File: src/monitor_defines.svh
`ifndef MONITOR_DEFINES_SVH
`define MONITOR_DEFINES_SVH

`define REG_MON_CTRL 12'h270
`define REG_PERIOD_LOW 12'h271
`define REG_PERIOD_MID 12'h272
`define REG_PERIOD_HIGH 12'h273
`define REG_RESULT_CTRL 12'h274
`define REG_RESULT_LOW 12'h275
`define REG_RESULT_MID 12'h276
`define REG_RESULT_HIGH 12'h277
`define REG_PERIOD_COUNT 12'h278
`define REG_LINK_OUT_CTRL 12'h279
`define REG_LINK_IN_SEL 12'h27a

`define RST_MON_CTRL 8'h00
`define RST_PERIOD_LOW 8'h80
`define RST_PERIOD_MID 8'h00
`define RST_PERIOD_HIGH 8'h00
`define RST_RESULT_CTRL 8'h01
`define RST_LINK_OUT_CTRL 8'h00
`define RST_LINK_IN_SEL 8'h00

`define BIT_PEAK_EN 1
`define BIT_UPDATE 4
`define BIT_SELECT 0
`define BIT_LINK_PEAK 1
`define BIT_LINK_EN 0

`define SAMPLE_W 14
`define PEAK_W 13
`define RESULT_W 20
`define PEAK_LSB 7
`define PERIOD_W 24
`define RESULT_MID_LSB 8
`define RESULT_HIGH_LSB 16

`endif

File: src/monitor_pkg.sv
package monitor_pkg;
  typedef enum logic [1:0] {
    bus_idle = 2'b00,
    bus_ack = 2'b01
  } bus_state_e;
  typedef logic [7:0] byte_t;
endpackage

File: src/peak_tracker.sv
`include "monitor_defines.svh"

module peak_tracker (
  // Clock and reset
  input wire logic clk_i,
  input wire logic rst_i,
  // Control
  input wire logic enable_i,
  input wire logic [`PERIOD_W-1:0] period_i,
  // Samples, signed two's complement
  input wire logic [`SAMPLE_W-1:0] sample_i,
  // Results
  output logic [`PEAK_W-1:0] peak_o,
  output logic [`PEAK_W-1:0] last_peak_o,
  output logic [`PERIOD_W-1:0] count_o,
  output logic period_done_o
);
  logic [`PEAK_W-1:0] next_peak;
  logic [`PEAK_W-1:0] next_last_peak;
  logic [`PERIOD_W-1:0] next_count;
  logic next_done;
  logic [`PEAK_W-1:0] mag;

  // Magnitude saturates so the most negative code fits 13 bits
  function automatic logic [`PEAK_W-1:0] magnitude(input logic [`SAMPLE_W-1:0] s);
    logic [`SAMPLE_W-1:0] a;
    a = s[`SAMPLE_W-1] ? (~s + `SAMPLE_W'h1) : s;
    magnitude = a[`SAMPLE_W-1] ? {`PEAK_W{1'b1}} : a[`PEAK_W-1:0];
  endfunction

  always_comb begin
    mag = magnitude(sample_i);
    next_peak = peak_o;
    next_last_peak = last_peak_o;
    next_count = count_o;
    next_done = 1'b0;
    if (!enable_i) begin
      next_peak = '0;
      next_count = '0;
    end else if (count_o + `PERIOD_W'h1 >= period_i) begin
      next_last_peak = (mag > peak_o) ? mag : peak_o;
      next_peak = '0;
      next_count = '0;
      next_done = 1'b1;
    end else begin
      next_count = count_o + `PERIOD_W'h1;
      if (mag > peak_o) begin
        next_peak = mag;
      end
    end
  end

  always_ff @(posedge clk_i) begin
    if (rst_i) begin
      peak_o <= '0;
      last_peak_o <= '0;
      count_o <= '0;
      period_done_o <= 1'b0;
    end else begin
      peak_o <= next_peak;
      last_peak_o <= next_last_peak;
      count_o <= next_count;
      period_done_o <= next_done;
    end
  end
endmodule // peak_tracker

File: src/signal_monitor_peak_detector.sv
`include "monitor_defines.svh"

module signal_monitor_peak_detector (
  // Clock and reset
  input wire logic clk_i,
  input wire logic rst_i,
  // Wishbone slave
  input wire logic cyc_i,
  input wire logic stb_i,
  input wire logic we_i,
  input wire logic [11:0] adr_i,
  input wire logic [0:0] sel_i,
  input wire logic [7:0] dat_i,
  output logic [7:0] dat_o,
  output logic ack_o,
  // Converter samples on the same clock
  input wire logic [`SAMPLE_W-1:0] sample_i,
  // Serial port link feed
  output logic [`RESULT_W-1:0] link_result_o,
  output logic link_valid_o
);
  monitor_pkg::bus_state_e state, next_state;
  monitor_pkg::byte_t mon_ctrl, next_mon_ctrl;
  monitor_pkg::byte_t period_low, next_period_low;
  monitor_pkg::byte_t period_mid, next_period_mid;
  monitor_pkg::byte_t period_high, next_period_high;
  monitor_pkg::byte_t result_ctrl, next_result_ctrl;
  monitor_pkg::byte_t link_out_ctrl, next_link_out_ctrl;
  monitor_pkg::byte_t link_in_sel, next_link_in_sel;
  logic [`RESULT_W-1:0] result, next_result;
  monitor_pkg::byte_t count_result, next_count_result;
  logic [7:0] next_dat;
  logic next_ack;
  logic [`RESULT_W-1:0] next_link_result;
  logic next_link_valid;
  logic [`PEAK_W-1:0] peak_now;
  logic [`PEAK_W-1:0] peak_last;
  logic [`PERIOD_W-1:0] count_now;
  logic period_done;
  logic wr;

  // Peak placed in the upper result bits
  function automatic logic [`RESULT_W-1:0] pack_peak(input logic [`PEAK_W-1:0] p);
    pack_peak = {p, {`PEAK_LSB{1'b0}}};
  endfunction

  peak_tracker tracker (
    .clk_i(clk_i),
    .rst_i(rst_i),
    .enable_i(mon_ctrl[`BIT_PEAK_EN]),
    .period_i({period_high, period_mid, period_low}),
    .sample_i(sample_i),
    .peak_o(peak_now),
    .last_peak_o(peak_last),
    .count_o(count_now),
    .period_done_o(period_done)
  );

  // One-cycle ack; no wait states
  always_comb begin
    next_state = monitor_pkg::bus_idle;
    next_ack = 1'b0;
    wr = 1'b0;
    case (state)
      monitor_pkg::bus_idle: begin
        if (cyc_i && stb_i) begin
          next_state = monitor_pkg::bus_ack;
          next_ack = 1'b1;
          wr = we_i && sel_i[0];
        end
      end
      monitor_pkg::bus_ack: next_state = monitor_pkg::bus_idle;
      default: next_state = monitor_pkg::bus_idle;
    endcase
  end

  always_comb begin
    next_mon_ctrl = mon_ctrl;
    next_period_low = period_low;
    next_period_mid = period_mid;
    next_period_high = period_high;
    next_result_ctrl = result_ctrl;
    next_link_out_ctrl = link_out_ctrl;
    next_link_in_sel = link_in_sel;
    next_result = result;
    next_count_result = count_result;
    // Update bit clears itself on the same edge as the copy
    next_result_ctrl[`BIT_UPDATE] = 1'b0;
    if (result_ctrl[`BIT_UPDATE] && result_ctrl[`BIT_SELECT]) begin
      next_result = pack_peak(peak_last);
      next_count_result = monitor_pkg::byte_t'(count_now);
    end
    if (wr) begin
      case (adr_i)
        `REG_MON_CTRL: next_mon_ctrl = dat_i & (8'h1 << `BIT_PEAK_EN);
        `REG_PERIOD_LOW: next_period_low = dat_i;
        `REG_PERIOD_MID: next_period_mid = dat_i;
        `REG_PERIOD_HIGH: next_period_high = dat_i;
        `REG_RESULT_CTRL: begin
          next_result_ctrl = dat_i & ((8'h1 << `BIT_UPDATE) | (8'h1 << `BIT_SELECT));
        end
        `REG_LINK_OUT_CTRL: next_link_out_ctrl = dat_i & (8'h1 << `BIT_LINK_EN);
        `REG_LINK_IN_SEL: next_link_in_sel = dat_i & (8'h1 << `BIT_LINK_PEAK);
        default: next_mon_ctrl = mon_ctrl;
      endcase
    end
  end

  always_comb begin
    next_dat = 8'h00;
    if (state == monitor_pkg::bus_idle && cyc_i && stb_i && !we_i) begin
      case (adr_i)
        `REG_MON_CTRL: next_dat = mon_ctrl;
        `REG_PERIOD_LOW: next_dat = period_low;
        `REG_PERIOD_MID: next_dat = period_mid;
        `REG_PERIOD_HIGH: next_dat = period_high;
        `REG_RESULT_CTRL: next_dat = result_ctrl;
        `REG_RESULT_LOW: next_dat = monitor_pkg::byte_t'(result);
        `REG_RESULT_MID: next_dat = monitor_pkg::byte_t'(result >> `RESULT_MID_LSB);
        // Upper nibble reads zero: only four result bits remain after the shift
        `REG_RESULT_HIGH: next_dat = monitor_pkg::byte_t'(result >> `RESULT_HIGH_LSB);
        `REG_PERIOD_COUNT: next_dat = count_result;
        `REG_LINK_OUT_CTRL: next_dat = link_out_ctrl;
        `REG_LINK_IN_SEL: next_dat = link_in_sel;
        default: next_dat = 8'h00;
      endcase
    end
  end

  // Link carries each completed period's peak while routed and enabled
  always_comb begin
    next_link_valid = 1'b0;
    next_link_result = link_result_o;
    if (link_in_sel[`BIT_LINK_PEAK] && link_out_ctrl[`BIT_LINK_EN] && period_done) begin
      next_link_valid = 1'b1;
      next_link_result = pack_peak(peak_last);
    end
  end

  always_ff @(posedge clk_i) begin
    if (rst_i) begin
      state <= monitor_pkg::bus_idle;
      ack_o <= 1'b0;
      dat_o <= 8'h00;
      mon_ctrl <= `RST_MON_CTRL;
      period_low <= `RST_PERIOD_LOW;
      period_mid <= `RST_PERIOD_MID;
      period_high <= `RST_PERIOD_HIGH;
      result_ctrl <= `RST_RESULT_CTRL;
      link_out_ctrl <= `RST_LINK_OUT_CTRL;
      link_in_sel <= `RST_LINK_IN_SEL;
      result <= '0;
      count_result <= 8'h00;
      link_result_o <= '0;
      link_valid_o <= 1'b0;
    end else begin
      state <= next_state;
      ack_o <= next_ack;
      dat_o <= next_dat;
      mon_ctrl <= next_mon_ctrl;
      period_low <= next_period_low;
      period_mid <= next_period_mid;
      period_high <= next_period_high;
      result_ctrl <= next_result_ctrl;
      link_out_ctrl <= next_link_out_ctrl;
      link_in_sel <= next_link_in_sel;
      result <= next_result;
      count_result <= next_count_result;
      link_result_o <= next_link_result;
      link_valid_o <= next_link_valid;
    end
  end
endmodule // signal_monitor_peak_detector

File: config.mk
export PLATFORM = sky130hd
export DESIGN_NAME = signal_monitor_peak_detector
export DESIGN_NICKNAME = d
export VERILOG_FILES = /design/src/monitor_pkg.sv /design/src/peak_tracker.sv /design/src/signal_monitor_peak_detector.sv
export VERILOG_INCLUDE_DIRS = /design/src
export SDC_FILE = /design/constraint.sdc
export NUM_CORES = 1
export LEC_CHECK = 0
export ABC_AREA = 1
export ABC_CLOCK_PERIOD_IN_PS = 2600
export BUFFER_PORTS_ARGS = -buffer_cell sky130_fd_sc_hd__buf_2
export CORE_MARGIN = 2
export CORE_UTILIZATION = 54
export DETAILED_ROUTE_END_ITERATION = 12
export PLACE_DENSITY = 0.77
export SETUP_SLACK_MARGIN = 0.1
export SLEW_MARGIN = 10
export SYNTH_ARGS = -nofsm -noshare
export SYNTH_HDL_FRONTEND = slang
export SYNTH_SLANG_ARGS = --single-unit
File: constraint.sdc
create_clock -name clk_i -period 2.6 [get_ports clk_i]
set_input_delay 0.52 -clock clk_i [delete_from_list [all_inputs] [get_ports clk_i]]
set_output_delay 0.52 -clock clk_i [all_outputs]
set_load 0.02 [all_outputs]
# Yosys cells after proc, flatten, opt, wreduce, memory -nomap -nowiden

Cells that the tools add are included.

Reduce and logical (&&, ||, !) cells: 23
Add/sub/neg operators: 2
Mux-type cells: 10
Bitwise logic cells: 6
Equality and inequality tests: 11
Order comparisons: 2

Operator list:

| operator                | number |
|---|---|
| $eq A12 B10 Y1 const B  | 11 |
| $pmux W8 S11            | 1 |
| $mux W13                | 2 |
| $add A24 B1 Y24 const B | 1 |
| $ge A24 B24 Y1          | 1 |
| $reduce_and A2 Y1       | 8 |
| $add A14 B1 Y14 const B | 1 |
| $mux W14                | 1 |
| $not A14 Y14            | 1 |
| $gt A13 B13 Y1          | 1 |
| $logic_and A1 B1 Y1     | 8 |
| $mux W1                 | 6 |
| $reduce_or A2 Y1        | 3 |
| $reduce_or A3 Y1        | 2 |
| $not A1 Y1              | 5 |
| $logic_not A2 Y1        | 1 |
| $logic_not A1 Y1        | 1 |

Input bits: 40
Register bits after elaboration: 126
Logic and storage cells: 73

# Logic depth before layout (Yosys ltp)

Word-level depth: 6
Mapped depth: 23
Mapped depth without buffers: 23

# Hierarchy

A second synthesis with hierarchy kept.

Cell total of the unflattened synthesis: 1059
Area, all modules: 7166.9 µm²

By module, submodules not included:

| module                       | area an instance (µm²) | cells each | times used | sequential area each (µm²) |
|---|---|---|---|---|
| peak_tracker                 | 3915.0                 | 605        | 1          | 1021.0 |
| signal_monitor_peak_detector | 3251.9                 | 454        | 1          | 1461.4 |

# Worst setup path before layout

Ideal clock, no wire load.

Path kind: register -> register
From: reg tracker.count_o[0]
To: reg tracker.last_peak_o[11]
Stages on the path, launching flop included: 20
Setup slack: -183 ps
Path buffers: 1
Data required time: 2487 ps
Period minus slack after synthesis: 2783 ps
Arrival time: 2670 ps
Setup time: 113 ps
Cell sequence: dfxtp_1 > ha_1 > nand3_1 > nor3_2 > nand2_1 > nor2_4 > nand4_1 > xor2_1 > inv_1 > ha_1 > nand2_1 > nor2_1 > nand3_1 > nor2_1 > nand2_1 > a21oi_2 > buf_4 > nand2_1 > nand2_1 > nor2_1

Word-level cells in the longest chain between the ends: 3

Ends and longest elaborated chain:

| element                     | RTL line           | RTL |
|---|---|---|
| start, declared             | peak_tracker.sv:15 | `` output logic [`PERIOD_W-1:0] count_o, `` |
| start signal, assigned      | peak_tracker.sv:62 | `count_o <= next_count;` |
| $add A24 B1 Y24             | peak_tracker.sv:40 | `` end else if (count_o + `PERIOD_W'h1 >= period_i) begin `` |
| $ge A24 B24 Y1              | peak_tracker.sv:40 |  |
| $reduce_and A2 Y1 (no line) | -                  |  |
| end signal, assigned        | peak_tracker.sv:61 | `last_peak_o <= next_last_peak;` |
| end, declared               | peak_tracker.sv:14 | `` output logic [`PEAK_W-1:0] last_peak_o, `` |

No other way between the ends.
A chain may end at the register's enable or synchronous reset.

# Worst setup path in the final report

From: reg tracker.count_o[0]
To: reg tracker.count_o[5]

Word-level cells in the longest chain between the ends: 3

Ends and longest elaborated chain:

| element                    | RTL line |
|---|---|
| $add A24 B1 Y24 *          | peak_tracker.sv:40, peak_tracker.sv:46 |
| $ge A24 B24 Y1             | peak_tracker.sv:40 |
| $reduce_or A3 Y1 (no line) | - |

Every way passes the cells marked *; elsewhere a longest branch is shown, timed or not.

==> results.sh <==
export IMPL_numClockSinks=124
export IMPL_status="complete, but fails checks"
export IMPL_ys_types=46
export IMPL_hp_class="in2reg"
export IMPL_r2r_start="tracker.count_o[0]$_SDFF_PP0_"
export IMPL_synth_most_common_cell="nand2_1"
export IMPL_synth_edf_count=0
export IMPL_worst_path_largest_cell_delay_ps=370
export IMPL_seq_area_frac_synth_pct=36.8
export IMPL_initial_core_util_pct=55.6
export IMPL_cp_buffers_inverters=2
export IMPL_layout_min_cycle_time_ps=3080
export IMPL_startpoint_type="register"
export IMPL_root_buffer="clkbuf_16"
export IMPL_timing_rr_end="tracker.count_o[5]$_SDFF_PP0_"
export IMPL_die_h_um=116
export IMPL_yosysTopAreaCellShare_pct=36.8
export IMPL_avgSynthCellArea_um2=6.82
export IMPL_nNetsFinal=1217
export IMPL_rsz0062_at_grt="true"
export IMPL_syn_to_final_growth_pct=31.6
export IMPL_fp_row_count=40
export IMPL_finalCritPeriodShare_pct=118
export IMPL_drtAntennaViolNets=0
export IMPL_fillers=936
export IMPL_grt_overflow_total=0
export IMPL_synth_area_top_cells="dfxtp_1 (37%), nand2_1 (12%), inv_1 (8.5%), nor2_1 (7.8%), ha_1 (7.2%)"
export IMPL_drt_iter0_drc=551
export IMPL_yosysTopAreaCell="dfxtp_1"
export IMPL_vdd_drop_max_v=0.000479
export IMPL_synth_seq_cells=124
export IMPL_yosysWarnings=0
export IMPL_skew_ps=6.71
export IMPL_path_delay_family="simple AND/OR/NAND/NOR gates"
export IMPL_end_kind="register"
export IMPL_p_leak_uw=0.00431
export IMPL_crit_start="tracker.count_o[0]$_SDFF_PP0_"
export IMPL_power_density_nw_per_um2=542
export IMPL_syn_area_um2=6740
export IMPL_cts_tree="yes"
export IMPL_critPathSlowestCell="dfxtp_4"
export IMPL_synthCells=988
export IMPL_failed_checks="setup timing"
export IMPL_track_usage_pct=26.8
export IMPL_cp_arrival_ps=3430
export IMPL_crit_end="tracker.count_o[5]$_SDFF_PP0_"
export IMPL_ys_flop_type="dfxtp_1"
export IMPL_required_ps=2950
export IMPL_route_detailed_drc=0
export IMPL_clock_latency_ps=430
export IMPL_max_freq_mhz=325
export IMPL_worstPathMaxFanout=11
export IMPL_path_class="reg2reg"
export IMPL_viasPerCell=5.14
export IMPL_setup_ws_ps=-477
export IMPL_routabilityCongestion=0.932
export IMPL_hpwl_um=12400
export IMPL_cts_buffers=17
export IMPL_rr_worst_depth=17
export IMPL_drtPass1Iterations=5
export IMPL_setup_violations=51
export IMPL_crit_chain="nand2_2, nor2_2, nand2_2, nor2_4, buf_4, nand3_2, nand3b_1, xnor2_2, ha_1, nand2_2, nor2_2, nor2_1, nand2_1, a21oi_4, nand3_4, buf_4, nor2_1"
export IMPL_clock_path_buffers=2
export IMPL_n_antenna_cell=0
export IMPL_hold_violations=0
export IMPL_cts_max_level=4
export IMPL_utilization_pct=73.2
export IMPL_antenna_found_initial=0
export IMPL_core_area_um2=12100
export IMPL_wl_per_cell_um=13.7
export IMPL_worst_pin_slew_ps=503
export IMPL_reg2reg_slack_ps=-480
export IMPL_clkTransAtPathRegs_ps=60
export IMPL_cp_depth=17
export IMPL_grt_max_degree=54
export IMPL_synth_common_cells="nand2_1 (224), inv_1 (153), nor2_1 (140), dfxtp_1 (124), o21ai_0 (69)"
export IMPL_die_area_um2=13400
export IMPL_vias=6779
export IMPL_grt_pass1_wl_um=28300
export IMPL_report_final_slew_viol_count=0
export IMPL_port_buffer_count=62
export IMPL_maxCapViolations=0
export IMPL_cp_common_cell="nand2_2"
export IMPL_slew_headroom_pct=66.1
export IMPL_io_pins=70
export IMPL_grt_pass1_vias=6144
export IMPL_pre_cts_slack_ps=-410
export IMPL_drive_above_1_share_pct=25.3
export IMPL_wirelength_um=18100
export IMPL_die_x_um=116
export IMPL_ys_async_sr_fraction_pct=0
==> state kept, by name (all words and copies together) (netlist names) <==
| register | flops |
|---|---|
| count_result | 8 |
| dat_o | 8 |
| link_in_sel | 1 |
| link_out_ctrl | 1 |
| link_result_o | 13 |
| link_valid_o | 1 |
| mon_ctrl | 1 |
| period_high | 8 |
| period_low | 8 |
| period_mid | 8 |
| result | 13 |
| result_ctrl | 2 |
| state | 1 |
| tracker.count_o | 24 |
| tracker.last_peak_o | 13 |
| tracker.peak_o | 13 |
| tracker.period_done_o | 1 |
==> worst reg2reg max path: stages, from the launching register on <==
cell and delay (ps):
dfxtp_4 370, nand2_2 60, nor2_2 90, nand2_2 90
nor2_4 140, buf_4 130, nand3_2 100, nand3b_1 280
xnor2_2 200, ha_1 330, nand2_2 120, nor2_2 40
nor2_1 140, nand2_1 120, a21oi_4 250, nand3_4 170
buf_4 220, nor2_1 150
==> per-stage QoR <==
step                TNS, ps  cells  power [uW]  hold slack, ps  cell area [um2]
finish               -20510   1319        4800             347             8870
global route         -29650   1319        4940             353             8870
CTS                  -10280   1314        4790             345             8620
detailed placement   -14460   1273        2290             435             7820
global placement      -9700   1273        2280             430             7820
floorplan             -1740    994        2170             438             6860
==> worst min path at each step <==
| stage | from | depth (start not counted) | end | slack [ps] |
|---|---|---|---|---|
| 2_1_floorplan | link_in_sel[1]$_SDFFE_PP0P_ | 2 | link_in_sel[1]$_SDFFE_PP0P_ | 440 |
| 3_3_place_gp | link_result_o[16]$_SDFFE_PP0P_ | 2 | link_result_o[16]$_SDFFE_PP0P_ | 430 |
| 3_5_place_dp | link_result_o[17]$_SDFFE_PP0P_ | 2 | link_result_o[17]$_SDFFE_PP0P_ | 430 |
| 4_1_cts | rst_i | 2 | tracker.period_done_o$_SDFF_PP0_ | 340 |
| 5_1_grt | rst_i | 2 | tracker.period_done_o$_SDFF_PP0_ | 350 |
| 6_report | dat_i[7] | 3 | period_low[7]$_SDFFE_PP1P_ | 350 |
==> cell families after synthesis <==
family / Yosys count / synth area share [%]
AND/OR/NAND/NOR: 464 / 30.0
buffers and inverters: 187 / 11.2
AO/OA/AOI/OAI: 158 / 12.4
flip-flops: 124 / 36.8
adder cells (fa/ha/maj): 39 / 7.24
XOR/XNOR: 15 / 2.17
other: 1 / 0.0556
==> placed cells by master, fill, tap and decap left out, types with 4 or more instances in the layout <==
cell,count
nand2_4,8
clkinv_4,6
nor2_1,115
nor2_4,22
o22ai_1,7
inv_1,150
nor2_2,16
conb_1,7
o21ai_0,68
xor2_1,9
nand2_1,203
bufinv_16,4
nor4_1,5
inv_2,4
buf_4,87
a21oi_1,65
nand3_1,39
dfxtp_1,121
or2_2,4
ha_1,37
nor3_1,8
nand4_1,6
nand2_2,21
clkbuf_16,18
buf_2,62
==> where the power goes <==
group	switching (uW)	internal [uW]	leakage [uW]
combinational	221	140	0.00300
sequential	0.432	1900	0.00100
clock	915	1630	0.000310
total	1140	3670	0.00431
==> cell type report <==
class                      instances  area (um2)  area share, %
clock buffer                      18         439           4.95
clock inverter                    14         195           2.20
inverter                         157         597           6.73
multi-input combinational        683        3870           43.7
sequential                       124        2490           28.1
tap                              168         210           2.37
timing repair buffer             155        1060           11.9
==> layer usage <==
layer	global-route usage, %	part of all wire (%)
met1	35.0	44
met2	42.1	45
met3	6.59	7.2
met4	12.1	3.3
met5	0	0
==> timing repair <==
action,CTS,global route
gates resized for setup,20,65
setup endpoints to repair,51,51
setup buffers,7,7
pin swaps,17,29
gates cloned,2,1
endpoints found under the hold margin,0,0
hold buffers,0,0
Note: power is estimated with default switching activity, not from simulation.
